File: src/hw/csi_pkg.sv
/*
  Constants for the codec status, overspill and interrupt logic.
  Assumes one 100 MHz clock and a host port on an 8-bit parallel bus.
*/
// Summary of operation
// - Encode-ready sets on the last bit of an encoded byte and requests interrupt.
// - Encode-ready clears on an encode buffer read or when encode overspill sets.
// - Decode-ready sets when the decode shift register reloads from its buffer.
// - Decode-ready clears on a decode buffer write or while decode overspill is set.
// - Page-ready sets at page end, on the same edge that all eight power bits are written.
// - Page-ready clears on a power register read or when page overspill sets.
// - Encode overspill sets on a missed encode read; encode buffer then frozen.
// - Encode overspill clears on encode read, or decode write when both overspills set.
// - Decode overspill blocks buffer reloads; decode gets idle or encode loop data.
// - Decode overspill clears on decode write, or encode read when both are set.
// - Page overspill sets on an unread page; clears on power read or instruction B write.
// - Power register: bits 3..0 selected A/B level, bits 7..4 C level.
// - Interrupt on unread encode byte, decode buffer wanted, or fresh power result.
// - Unserviced lost condition clears its ready bit, sets overspill, stops its interrupt.
// - Buffers hold their data after overspill; power register updates every page.
// - Both data paths overspilled: any buffer access returns both to a clean start.
// - Interrupt request is an active-low open-drain output, wire-OR capable.
// - Registers selected by two address pins and read/write; status 00, power A0 high.
package csi_pkg;
  // Status register bit positions
  localparam int ST_ENC_RDY = 0;
  localparam int ST_DEC_RDY = 1;
  localparam int ST_PAGE_RDY = 2;
  localparam int ST_ENC_OVF = 3;
  localparam int ST_DEC_OVF = 4;
  localparam int ST_PAGE_OVF = 5;
  // Power register fields
  localparam int PWR_AB_LSB = 0;
  localparam int PWR_C_LSB = 4;
  // Host register select codes, {A1, A0}
  localparam logic [1:0] SEL_STATUS_OR_IRA = 2'h0;
  localparam logic [1:0] SEL_POWER_OR_IRB = 2'h1;
  localparam logic [1:0] SEL_CODEC_DATA = 2'h2;
  // Reset values and patterns
  localparam logic [7:0] BYTE_RESET = 8'h00;
  localparam logic [7:0] IDLE_PATTERN = 8'haa;
  localparam logic [7:0] POWER_RESET = 8'h00;
endpackage

File: src/hw/csi_acc_if.sv
/*
  Host access events passed from the pin front end to the status core.
  Assumes both ends share the core clock.
*/
interface csi_acc_if;
  logic active;
  logic [1:0] sel;
  logic rd;
  logic done;
  logic [1:0] done_sel;
  logic done_rd;
  logic [7:0] wdata;
  modport port (output active, output sel, output rd, output done, output done_sel, output done_rd, output wdata);
  modport core (input active, input sel, input rd, input done, input done_sel, input done_rd, input wdata);
endinterface

File: src/hw/csi_host_port.sv
/*
  Host pin front end: synchronises the asynchronous port pins and reports
  each completed access as a one-cycle pulse at chip select release.
  Assumes pins are stable for several clocks around each access.
*/
module csi_host_port
(
  // Clock and reset
  input wire logic i_clk,
  input wire logic i_rst,
  // Host pins
  input wire logic i_cs_n,
  input wire logic i_a0,
  input wire logic i_a1,
  input wire logic i_rw,
  input wire logic [7:0] i_d,
  // Access events
  csi_acc_if.port acc
);
  typedef struct packed {
    logic [11:0] s1;
    logic [11:0] s2;
    logic act_q;
    logic [1:0] sel_q;
    logic rd_q;
    logic [7:0] d_q;
    logic done;
  } csi_hp_t;

  csi_hp_t r;
  csi_hp_t next_r;
  logic act;

  // Second stage only; first stage feeds nothing else
  assign act = ~r.s2[11];

  always_comb
  begin
    next_r = r;
    next_r.s1 = {i_cs_n, i_a1, i_a0, i_rw, i_d};
    next_r.s2 = r.s1;
    next_r.act_q = act;
    next_r.done = 1'b0;
    if (act)
    begin
      next_r.sel_q = r.s2[10:9];
      next_r.rd_q = r.s2[8];
      next_r.d_q = r.s2[7:0];
    end
    // Side effects only at release, so a slow read sees stable flags
    if (r.act_q && !act)
    begin
      next_r.done = 1'b1;
    end
  end

  always_ff @(posedge i_clk or posedge i_rst)
  begin
    if (i_rst)
    begin
      r <= '{s1: 12'hfff, s2: 12'hfff, act_q: 1'b0, sel_q: 2'h0, rd_q: 1'b0, d_q: 8'h00, done: 1'b0};
    end
    else
    begin
      r <= next_r;
    end
  end

  assign acc.active = act;
  assign acc.sel = r.s2[10:9];
  assign acc.rd = r.s2[8];
  assign acc.done = r.done;
  assign acc.done_sel = r.sel_q;
  assign acc.done_rd = r.rd_q;
  assign acc.wdata = r.d_q;
endmodule

File: src/hw/csi_status_irq.sv
/*
  Status, overspill and interrupt core of the codec host port, with the
  encode and decode byte buffers and the page power register.
  Assumes the codec data path gives same-clock pulses for byte and page
  boundaries; host pins arrive asynchronously.
*/
module csi_status_irq
(
  // Clock and reset
  input wire logic I_CLK,
  input wire logic I_SYS_RST,
  // Host port pins
  input wire logic I_CS_N,
  input wire logic I_A0,
  input wire logic I_A1,
  input wire logic I_RW,
  input wire logic [7:0] I_D,
  output logic [7:0] O_D,
  output logic O_D_OE,
  // Interrupt request pin, open drain
  output logic O_IRQ_N,
  output logic O_IRQ_N_OE,
  // Encode path
  input wire logic I_ENC_LAST_BIT,
  input wire logic [7:0] I_ENC_SHIFT,
  // Decode path
  input wire logic I_DEC_RELOAD,
  input wire logic I_LOOP_SEL,
  output logic [7:0] O_DEC_BYTE,
  output logic O_DEC_LOAD,
  // Page power results
  input wire logic I_PAGE_DONE,
  input wire logic [3:0] I_PWR_AB,
  input wire logic [3:0] I_PWR_C
);
  typedef struct packed {
    logic [7:0] enc_buf;
    logic enc_rdy;
    logic enc_ovf;
    logic [7:0] dec_buf;
    logic dec_full;
    logic dec_rdy;
    logic dec_ovf;
    logic [7:0] pwr;
    logic page_rdy;
    logic page_ovf;
    logic [7:0] dec_byte;
    logic dec_load;
    logic [7:0] dout;
    logic dout_oe;
    logic irq;
  } csi_core_t;

  csi_core_t r;
  csi_core_t next_r;
  csi_acc_if acc ();

  logic rd_status;
  logic rd_power;
  logic rd_enc;
  logic wr_dec;
  logic wr_irb;
  logic both_ovf;
  logic enc_clr;
  logic dec_clr;
  logic [7:0] status;

  csi_host_port u_port
  (
    .i_clk(I_CLK),
    .i_rst(I_SYS_RST),
    .i_cs_n(I_CS_N),
    .i_a0(I_A0),
    .i_a1(I_A1),
    .i_rw(I_RW),
    .i_d(I_D),
    .acc(acc)
  );

  // Completed host accesses, decoded by address and direction
  assign rd_status = acc.done && acc.done_rd && acc.done_sel == csi_pkg::SEL_STATUS_OR_IRA;
  assign rd_power = acc.done && acc.done_rd && acc.done_sel == csi_pkg::SEL_POWER_OR_IRB;
  assign rd_enc = acc.done && acc.done_rd && acc.done_sel == csi_pkg::SEL_CODEC_DATA;
  assign wr_dec = acc.done && !acc.done_rd && acc.done_sel == csi_pkg::SEL_CODEC_DATA;
  assign wr_irb = acc.done && !acc.done_rd && acc.done_sel == csi_pkg::SEL_POWER_OR_IRB;
  assign both_ovf = r.enc_ovf && r.dec_ovf;
  // Clears as seen by same-cycle events, so the hardware set wins
  assign enc_clr = rd_enc || (both_ovf && wr_dec);
  assign dec_clr = wr_dec || (both_ovf && rd_enc);

  always_comb
  begin
    status = 8'h00;
    status[csi_pkg::ST_ENC_RDY] = r.enc_rdy;
    status[csi_pkg::ST_DEC_RDY] = r.dec_rdy;
    status[csi_pkg::ST_PAGE_RDY] = r.page_rdy;
    status[csi_pkg::ST_ENC_OVF] = r.enc_ovf;
    status[csi_pkg::ST_DEC_OVF] = r.dec_ovf;
    status[csi_pkg::ST_PAGE_OVF] = r.page_ovf;
  end

  always_comb
  begin
    next_r = r;
    next_r.dec_load = 1'b0;

    // Host clears first, so a same-cycle hardware set wins below
    if (both_ovf && (rd_enc || wr_dec))
    begin
      next_r.enc_ovf = 1'b0;
      next_r.dec_ovf = 1'b0;
      next_r.enc_rdy = 1'b0;
      next_r.dec_rdy = 1'b0;
      next_r.dec_full = 1'b0;
    end
    else
    begin
      if (rd_enc)
      begin
        next_r.enc_rdy = 1'b0;
        next_r.enc_ovf = 1'b0;
      end
      if (wr_dec)
      begin
        next_r.dec_rdy = 1'b0;
        next_r.dec_ovf = 1'b0;
      end
    end
    if (wr_dec)
    begin
      next_r.dec_buf = acc.wdata;
      next_r.dec_full = 1'b1;
    end
    if (rd_power)
    begin
      next_r.page_rdy = 1'b0;
      next_r.page_ovf = 1'b0;
    end
    if (wr_irb)
    begin
      next_r.page_ovf = 1'b0;
    end

    // Encode byte boundary
    if (I_ENC_LAST_BIT && (!r.enc_ovf || enc_clr))
    begin
      if (r.enc_rdy && !enc_clr)
      begin
        // Missed byte: buffer keeps the unread data
        next_r.enc_ovf = 1'b1;
        next_r.enc_rdy = 1'b0;
      end
      else
      begin
        next_r.enc_buf = I_ENC_SHIFT;
        next_r.enc_rdy = 1'b1;
      end
    end

    // Decode byte boundary
    if (I_DEC_RELOAD)
    begin
      next_r.dec_load = 1'b1;
      next_r.dec_byte = I_LOOP_SEL ? I_ENC_SHIFT : csi_pkg::IDLE_PATTERN;
      if (r.dec_ovf && !dec_clr)
      begin
        next_r.dec_rdy = 1'b0;
      end
      else if (r.dec_rdy && !dec_clr)
      begin
        next_r.dec_ovf = 1'b1;
        next_r.dec_rdy = 1'b0;
      end
      else
      begin
        // First reload after reset finds no data and plays idle, or encode loop data when loop is selected
        if (r.dec_full || wr_dec)
        begin
          next_r.dec_byte = wr_dec ? acc.wdata : r.dec_buf;
        end
        next_r.dec_full = 1'b0;
        next_r.dec_rdy = 1'b1;
      end
    end

    // Page boundary: power always updated, ready flag lands on the same edge as the value
    if (I_PAGE_DONE)
    begin
      next_r.pwr = {I_PWR_C, I_PWR_AB};
      if (r.page_rdy && !rd_power)
      begin
        next_r.page_ovf = 1'b1;
        next_r.page_rdy = 1'b0;
      end
      else if (!r.page_ovf || wr_irb || rd_power)
      begin
        next_r.page_rdy = 1'b1;
      end
    end

    // Read data from flops; bus driven only during a read of a mapped register
    next_r.dout_oe = acc.active && acc.rd && acc.sel != 2'h3;
    case (acc.sel)
      csi_pkg::SEL_STATUS_OR_IRA: next_r.dout = status;
      csi_pkg::SEL_POWER_OR_IRB: next_r.dout = r.pwr;
      csi_pkg::SEL_CODEC_DATA: next_r.dout = r.enc_buf;
      default: next_r.dout = 8'h00;
    endcase

    // Ready bits are cleared on overspill, so they alone gate the request
    next_r.irq = next_r.enc_rdy || next_r.dec_rdy || next_r.page_rdy;
  end

  always_ff @(posedge I_CLK or posedge I_SYS_RST)
  begin
    if (I_SYS_RST)
    begin
      r <= '{enc_buf: csi_pkg::BYTE_RESET, enc_rdy: 1'b0, enc_ovf: 1'b0,
             dec_buf: csi_pkg::BYTE_RESET, dec_full: 1'b0, dec_rdy: 1'b0, dec_ovf: 1'b0,
             pwr: csi_pkg::POWER_RESET, page_rdy: 1'b0, page_ovf: 1'b0,
             dec_byte: csi_pkg::IDLE_PATTERN, dec_load: 1'b0,
             dout: csi_pkg::BYTE_RESET, dout_oe: 1'b0, irq: 1'b0};
    end
    else
    begin
      r <= next_r;
    end
  end

  assign O_D = r.dout;
  assign O_D_OE = r.dout_oe;
  // Pulls low only; the external pull-up makes the high level
  assign O_IRQ_N = 1'b0;
  assign O_IRQ_N_OE = r.irq;
  assign O_DEC_BYTE = r.dec_byte;
  assign O_DEC_LOAD = r.dec_load;
endmodule

File: config.mk
export PLATFORM = sky130hd
export DESIGN_NAME = csi_status_irq
export DESIGN_NICKNAME = d
export VERILOG_FILES = /design/src/hw/csi_pkg.sv /design/src/hw/csi_acc_if.sv /design/src/hw/csi_host_port.sv /design/src/hw/csi_status_irq.sv
export SDC_FILE = /design/constraint.sdc
export NUM_CORES = 1
export LEC_CHECK = 0
export ABC_AREA = 1
export BUFFER_PORTS_ARGS = -buffer_cell sky130_fd_sc_hd__buf_4
export CAP_MARGIN = 20
export CORE_ASPECT_RATIO = 1.75
export CORE_UTILIZATION = 35
export DETAILED_ROUTE_END_ITERATION = 12
export GPL_TIMING_DRIVEN = 0
export MAX_ROUTING_LAYER = met4
export PLACE_DENSITY = 0.54
export SYNTH_ARGS = -nofsm -noshare
export SYNTH_HDL_FRONTEND = slang
export SYNTH_SLANG_ARGS = --single-unit
File: constraint.sdc
create_clock -name I_CLK -period 2.8 [get_ports I_CLK]
set_input_delay 0.14 -clock I_CLK [delete_from_list [all_inputs] [get_ports I_CLK]]
set_output_delay 0.14 -clock I_CLK [all_outputs]
set_load 0.02 [all_outputs]
==> results by group, run 1 <==
Outcome
  – Outcome: completed

Timing
  – Final hold violation count: 0
  – Worst hold slack: approximately 0.012 ns
  – Tcrit/Tclk final: 0.5638
  – Max Clk Rate: ~0.63 GHz
  – Setup ws final: about 1.2 ns
  – Setup violators final: 0
  – RSZ-0062 raised after global routing: false
  – Slew Limit Fails: 0
  – Min Tclk post-route: between 1.5 and 2 ns
  – Skew final: around 0.0053 ns
  – Worst-margin pin slew: just under 0.6 ns
  – Rel. slew slack: 0.6055

Cells and area
  – Most common cell after layout, fill and taps aside: nand2_1
  – Multi-input logic area: 915.9 um^2
  – Commonest cells after routing, fill and taps aside: nand2_1, buf_4, dfrtp_1
  – Finished Layout Cells: 560
  – # fillers: between 900 and 1000
  – Layout net count: about 460
  – ANT cells: 0
  – Sequential Area: approximately 0.0022 mm^2
  – Layout cells sized above 1: 0.3172
  – Area Overhead vs Synth: 28.64%

Worst setup path
  – Critical path's slowest cell: dfrtp_1
  – Critical Path AT: 1.80 ns
  – Crit Path Category: reg -> reg
  – Crit path capture type: flop
  – Crit path cell chain: nor2_4 > buf_6 > nand3_2 > nand2_1 > nand3_2 > buf_6 > nand2_1 > o21ai_1
  – Max incr delay on CP: just over 0.4 ns
  – Setup crit start kind: flop
  – Worst path top cell family by delay: simple AND/OR/NAND/NOR gates
  – Buffer and inverter count on the worst path: 2
  – Required time worst endpoint: 3.02 ns
  – Crit path max fanout: 10

Power
  – Clock power share: 0.313
  – P_int: approximately 2.6 mW
  – Sw Share: 0.2960
  – LEAKAGE: ~2.3 nW
  – Peak VDD IR: roughly 0.00036 V
  – Switching pwr: 1.101 mW
  – Cell Pwr Density: roughly 800 mW/mm^2
  – Logic gate share of total power: 0.244
  – Seq pwr share: 0.443

Synth
  – Dominant synthesized flop cell: dfrtp_1
  – Syn Inst Count: between 300 and 400
  – Post-synth EDFFs: 0
  – Sequential area share after synthesis: 0.6258
  – FFs w/ async S/R, synth: 1.000
  – Cell Area, Synth: 0.003535 mm^2
  – Synth warn: 0
  – Cell variety after synth: 28
  – Syn Area/Cell: 10.01 um^2
  – Syn_nets: between 300 and 400
  – Flops & latches, synth: slightly below 90

Routing
  – Vias: roughly 2500
  – Routed Antenna Nets: 0
  – WL/cell: 12.23 um
  – Residual DRC: 0
  – Drt via density: ~4.4
  – WL final: 6851 um
  – DRT iter0 DRCs: 115
  – DRT Pass-1 Iters: 4

Flow run
  – Max-Cap Viols: 0

Placed design
  – Placement Setup Slack: around 1.2 ns
  – Port Buffer Count: just over 50
  – Post-DP HPWL: about 5000 um
  – Final GP Congestion: about 0.8
  – Dpl cells: 530

Clock network
  – Clock sinks: just under 90
  – CTS tree: built
  – CTS HTree Levels: 3
  – Root Buffer Master: clkbuf_16
  – Postcts setup bufs: 0
  – Clock Path Buffers: 2
  – Skew-Pair Late Insertion Delay: ~0.33 ns
  – Clock Pin Slew Worst Setup and Hold Paths: approximately 0.06 ns
  – CTS Buf Count: 9

Global routing
  – Vias in the first global route: 2516
  – Largest net degree at the start of global routing: 66
  – Tot GR Track Use: 0.1519
  – Global route overflow: 0
  – First-pass GRT wire length: 11630 um
  – Initial antenna violation count: 0

Worst hold path
  – Hold crit path type: in -> reg

Floorplanning
  – Die Width: 77.97 um
  – Die area: around 0.011 mm^2
  – IO Count: 54
  – Rows: 48
  – Core Region: 0.009849 mm^2
  – Initial core utilization: 0.3589
  – Chip height: ~130 um
[stage by stage]
stage	power (mW)	TNS [ns]	cell area [um^2]	utilization
after detailed placement	2.573	0	4104	0.4167
after CTS	3.780	0	4547	0.4616
after global placement	2.541	-33.44	4074	0.4136
final	3.719	0	4547	0.4616
after global routing	3.953	0	4547	0.4616
after floorplan	2.275	0	3535	-
[power groups by stage]
stage | sequential (mW) | clock (mW) | combinational (mW)
after global placement | 1.66 | 0 | 0.881
after detailed placement | 1.67 | 0 | 0.903
after CTS | 1.65 | 1.21 | 0.924
after floorplan | 1.63 | 0 | 0.641
after global routing | 1.67 | 1.26 | 1.02
final | 1.65 | 1.16 | 0.908
[sequential cells by signal, summed over array words and instances, names as in the netlist]
register	count
u_port.acc.done	1
O_DEC_BYTE	8
u_port.acc.rd	1
u_port.acc.done_rd	1
u_port.next_r	12
O_D	8
O_IRQ_N_OE	1
u_port.acc.done_sel	2
u_port.acc.sel	2
u_port.acc.wdata	8
u_port.r	10
O_DEC_LOAD	1
O_D_OE	1
r	31
[final cells by class]
cell class,instances,share of cell area
buffer,26,0.04320
clock buffer,12,0.06109
clock inverter,4,0.005504
inverter,56,0.04678
multi-input combinational,184,0.2014
sequential,87,0.4865
tap,125,0.03440
timing repair buffer,66,0.1211
[logic make-up (layout without fill, tap and decap cells)]
| group | count (synthesis) | count (layout) | share of synthesized area |
|---|---|---|---|
| AO/OA/AOI/OAI | 44 | 44 | 0.07115 |
| buffers and inverters | 82 | 164 | 0.1150 |
| AND/OR/NAND/NOR | 139 | 139 | 0.1869 |
| flip-flops | 87 | 87 | 0.6258 |
| other | 1 | 1 | 0.001061 |
[final timing paths]
kind                                             end                               start  slack [ns]  cells past startpoint
max                                r[44]$_DFFE_PP0P_  u_port.acc.done_sel[0]$_DFFE_PP0N_        1.22                      8
min                                r[23]$_DFFE_PP0P_                         I_PWR_AB[2]        0.01                      3
max reg2reg                        r[44]$_DFFE_PP0P_  u_port.acc.done_sel[0]$_DFFE_PP0N_        1.22                      8
min reg2reg                   u_port.r[13]$_DFF_PP1_         u_port.next_r[13]$_DFF_PP1_        0.35                      0
max in group asynchronous  O_DEC_BYTE[1]$_DFFE_PP1P_                           I_SYS_RST        1.82                      4
min in group asynchronous           O_D_OE$_DFF_PP0_                           I_SYS_RST        0.32                      3
[worst reg2reg max path, delay by kind of cell (launching register included)]
family	cells	cell delay [ns]
buffers and inverters	2	0.38
DFF	1	0.41
and+or+nand+nor	5	0.62
AOI/OAI and AO/OA	1	0.05
[cells in the mapped netlist (2+ instances only)]
| library cell | number | area (um^2) |
|---|---|---|
| nand2_1 | 91 | 341.6 |
| dfrtp_1 | 59 | 1476 |
| inv_1 | 51 | 191.4 |
| dfstp_2 | 28 | 735.7 |
| o21ai_0 | 22 | 110.1 |
| buf_4 | 18 | 135.1 |
| nand3_1 | 18 | 90.09 |
| nor2_1 | 10 | 37.54 |
| o21ai_1 | 9 | 45.04 |
| nand4_1 | 8 | 50.05 |
| nand3_2 | 6 | 60.06 |
| o211ai_1 | 6 | 45.04 |
| buf_6 | 4 | 45.04 |
| clkbuf_1 | 3 | 11.26 |
| inv_2 | 3 | 11.26 |
| a21oi_2 | 2 | 17.52 |
| clkinv_1 | 2 | 7.510 |
| nand2_2 | 2 | 12.51 |
| o22ai_1 | 2 | 12.51 |
[repair_timing]
item / in CTS / in global routing
gates resized for setup: 0 / 0
endpoints found under the hold margin: 29 / 0
hold buffers: 14 / 0
[per-layer routing]
layer / vias to the layer above / track usage / share of wire
met3: 10 / 0.03311 / 0.030
li1: 1245 / - / -
met5: - / - / 0
met2: 46 / 0.2689 / 0.57
met1: 1183 / 0.1533 / 0.36
met4: 0 / 0.08436 / 0.034
(Power assumes the default switching activity.)
==> inputs of run 2 (changes only) <==
--- a/config.mk
+++ b/config.mk
@@ -5,7 +5,7 @@
 export SDC_FILE = /design/constraint.sdc
 export NUM_CORES = 1
 export LEC_CHECK = 0
-export ABC_AREA = 1
+export ABC_AREA = 0
 export BUFFER_PORTS_ARGS = -buffer_cell sky130_fd_sc_hd__buf_4
 export CAP_MARGIN = 20
 export CORE_ASPECT_RATIO = 1.75
==> constraint.sdc (replaced) <==
create_clock -name I_CLK -period 1.6 [get_ports I_CLK]
set_input_delay 0.08 -clock I_CLK [delete_from_list [all_inputs] [get_ports I_CLK]]
set_output_delay 0.08 -clock I_CLK [all_outputs]
set_load 0.02 [all_outputs]
==> run 2 against run 1 <==
Non-clock buffer count increased by 23. Power increased by 87%. Register-to-register slack got worse by 1.2 ns. Clock skew about the same. Sequential share of layout area decreased by 1.4 points. Combinational power increased by 98%. Highest routed layer unchanged.
==> results by group, run 2 <==
Routing
  – DRT Pass-1 Iters: 4 (unchanged)
  – WL/cell: 13.44 um (+9.9%)
  – Vias: 2027 (-18%)
  – Routed Antenna Nets: 0 (unchanged)
  – Drt via density: 4.350 (-1.9%)
  – DRT iter0 DRCs: 58 (-50%)
  – Residual DRC: 0 (unchanged)
  – WL final: 6263 um (-8.6%)

Synth
  – Syn Area/Cell: 14.23 um^2 (+42%)
  – Top-count cell post-synth: dfrtp_1
  – Syn_nets: 273 (-29%)
  – FFs w/ async S/R, synth: 1.000 (unchanged)
  – Cell variety after synth: 39 (+39%)
  – Synth Area in Compound Gates: 0.07797 (+0.006819)
  – Syn Inst Count: 239 (-32%)
  – Synth Area in Simple Gates: 0.06068 (-0.1262)
  – Synth Area in XOR/XNOR: 0 (unchanged)
  – Post-synth top area share: 0.4340 (+0.01628)
  – Mux cell area share after synthesis: 0.1420 (+0.1420)
  – Post-synth EDFFs: 0 (unchanged)
  – Post-synthesis adder-cell area fraction: 0 (unchanged)
  – Sequential area share after synthesis: 0.6502 (+0.02440)
  – Post-synth top cells: dfrtp_1, dfstp_2, mux2_2
  – Cell Area, Synth: 0.003402 mm^2 (-3.8%)
  – Flops & latches, synth: 87 (unchanged)
  – Dominant synthesized flop cell: dfrtp_1
  – Synth area leaders: dfrtp_1, dfstp_2, mux2_2
  – Synth warn: 0 (unchanged)
  – Area leader, netlist: dfrtp_1
  – Largest family of logic cells by synthesized area: multiplexers

Worst hold path
  – Worst Hold Path EP: r[19]$_DFF_PP0_
  – Hold Crit Start: I_PAGE_DONE
  – Hold path depth: 3 (unchanged)
  – Hold crit path type: in -> reg

Cells and area
  – Area Overhead vs Synth: 37.59%
  – Core Util, Final: 0.4944 (+0.03275)
  – Commonest cells after routing, fill and taps aside: buf_4, dfrtp_1, dlygate4sd3_1
  – Max FFs per register: 31 (unchanged)
  – ANT cells: 0 (unchanged)
  – Layout cells sized above 1: 0.4913 (+0.1740)
  – Layout net count: 373 (-20%)
  – Most common cell after layout, fill and taps aside: buf_4
  – Reg with most FFs: r

Power
  – Peak VDD IR: 0.0008126 V (+130%)
  – Tot Pwr: 6.963 mW (+87%)
  – LEAKAGE: 2.152 nW (-5.9%)
  – Cell Pwr Density: 1487 mW/mm^2 (+82%)

Worst setup path
  – Worst path top cell family by delay: simple AND/OR/NAND/NOR gates
  – Worst reg-to-reg path cell count: 4 (-4)
  – Crit path cell chain: nand3b_4 > nor2_4 > mux2_4 > a221o_1
  – Crit path capture type: flop
  – Critical path's slowest cell: dfrtp_1
  – Reg2Reg Setup Slack: 0.01 ns (-1.21 ns)
  – Reg2reg start: u_port.acc.done_sel[0]$_DFFE_PP0N_
  – Crit path max fanout: 7 (-3)
  – Setup crit start kind: flop
  – Critical Path AT: 1.80 ns (about the same)
  – Max incr delay on CP: 0.39 ns (-0.02 ns)
  – Buffer and inverter count on the worst path: 0 (-2)
  – Crit Path Category: reg -> reg
  – Required time worst endpoint: 1.81 ns (-1.21 ns)
  – Reg2Reg Capture Point: O_DEC_BYTE[2]$_DFFE_PP0P_

Flow run
  – Max-Cap Viols: 0 (unchanged)

Global routing
  – Tot GR Track Use: 0.1434 (-0.008478)
  – Vias in the first global route: 2095 (-17%)
  – First-pass GRT wire length: 10410 um (-11%)
  – Largest net degree at the start of global routing: 35 (-47%)
  – Initial antenna violation count: 0 (unchanged)
  – Global route overflow: 0 (unchanged)

Clock network
  – Skew-Pair Late Insertion Delay: 0.33 ns (about the same)
  – Clock Path Buffers: 2 (unchanged)
  – CTS tree: built
  – Root Buffer Master: clkbuf_16
  – CTS Buf Count: 9 (unchanged)
  – Clock Pin Slew Worst Setup and Hold Paths: 0.06 ns (about the same)
  – Clock sinks: 87 (unchanged)
  – CTS HTree Levels: 3 (unchanged)

Timing
  – Skew final: 0.005811 ns (+0.0004827 ns)
  – Setup TNS: 0 ns (unchanged)
  – Setup violators final: 0 (unchanged)
  – Worst hold slack: 0.1781 ns (+0.1666 ns)
  – Final hold violation count: 0 (unchanged)
  – RSZ-0062 raised after global routing: true
  – Slew Limit Fails: 0 (unchanged)
  – Max Clk Rate: 0.6306 GHz (-0.45%)
  – Worst-margin pin slew: 0.7290 ns (+0.1394 ns)
  – Setup ws final: 0.01410 ns (-1.207 ns)
  – Rel. slew slack: 0.5130 (-0.09254)
  – Min Tclk post-route: 1.586 ns (+0.007199 ns)
  – Tcrit/Tclk final: 0.9912 (+0.4274)

Floorplanning
  – Die Width: 76.53 um (-1.8%)
  – Rows: 47 (-2.1%)
  – Chip height: 132.4 um (-1.9%)
  – Core Region: 0.009468 mm^2 (-3.9%)
  – Die area: 0.01013 mm^2 (-3.7%)
  – IO Count: 54 (unchanged)
  – Initial core utilization: 0.3593 (+0.0004565)

Placed design
  – Placement Setup Slack: -0.1458 ns (-1.368 ns)
  – Post-DP HPWL: 4493 um (-12%)
  – Final GP Congestion: 0.7148 (-11%)
  – Port Buffer Count: 51 (unchanged)

Outcome
  – Outcome: completed
run 2: cell types whose count changed after synthesis, sizes merged, moves of 5 or more:
| cell | previous run | this run |
|---|---|---|
| inv | 54 | 12 |
| mux2i | 0 | 10 |
| nand4 | 8 | 0 |
| o21ai | 32 | 9 |
| nand3 | 25 | 1 |
| nor2b | 0 | 6 |
| nand2 | 94 | 11 |
| a21oi | 3 | 8 |
| mux2 | 0 | 31 |
| o211ai | 6 | 0 |
run 2: power breakdown:
group,internal [mW],switching (mW)
Clock,1.36,0.810
Sequential,2.73,0.257
Combinational,1.04,0.761
Total,5.13,1.83
run 2: layout make-up:
| type | count | area, um^2 |
|---|---|---|
| flip-flops and latches | 87 | 2213 |
| plain buffers | 25 | 182.7 |
| well taps | 122 | 152.6 |
| clock inverters | 6 | 85.08 |
| repair buffers | 90 | 785.8 |
| fillers | 838 | 4787 |
| inverters | 12 | 48.80 |
| multi-input cells | 114 | 983.4 |
| clock buffers | 10 | 229.0 |
run 2: per-stage QoR:
step                      cell area, um^2  instances
after CTS                            4624        462
final                                4681        466
after global routing                 4681        466
after detailed placement             3989        414
after global placement               3941        412
after floorplan                      3406        239
run 2: per-layer routing:
layer / vias to the layer above / track usage / wire length (um)
met5: - / - / 0
met4: 0 / 0.06731 / 114
met3: 9 / 0.04276 / 246
met2: 37 / 0.2452 / 3397
met1: 988 / 0.1495 / 2505
li1: 993 / - / -
run 2: logic make-up after synthesis:
logic type	Yosys count
flops	87
compound gates	36
simple gates	36
other cells	1
mux	41
buf+inv	38
run 2: repair_timing:
action                                  in CTS  in global routing
buffers inserted                             2                  4
endpoints found under the hold margin       63                  0
pin swaps                                    1                  1
endpoints found under the setup margin      12                 14
hold buffers                                31                  0
gates resized for setup                      0                  7
run 2: tightest hold or removal path: cells and delay by family:
kind                   cells  cell delay (ns)
AO/OA/AOI/OAI              1             0.09
buffers and inverters      2             0.29
run 2: how the worst max path moves through the flow:
stage,startpoint,slack (ns),cells after the start,endpoint
2_1_floorplan,u_port.acc.done_sel[0]$_DFFE_PP0N_,0.04,4,O_DEC_BYTE[0]$_DFFE_PP0P_
3_3_place_gp,u_port.acc.done_sel[0]$_DFFE_PP0N_,-0.15,4,O_DEC_BYTE[6]$_DFFE_PP0P_
3_5_place_dp,u_port.acc.done_sel[0]$_DFFE_PP0N_,-0.15,4,O_DEC_BYTE[6]$_DFFE_PP0P_
4_1_cts,u_port.acc.done_sel[0]$_DFFE_PP0N_,-0.03,4,O_DEC_BYTE[6]$_DFFE_PP0P_
5_1_grt,u_port.acc.done_sel[0]$_DFFE_PP0N_,-0.05,4,O_DEC_BYTE[2]$_DFFE_PP0P_
6_report,u_port.acc.done_sel[0]$_DFFE_PP0N_,0.01,4,O_DEC_BYTE[2]$_DFFE_PP0P_
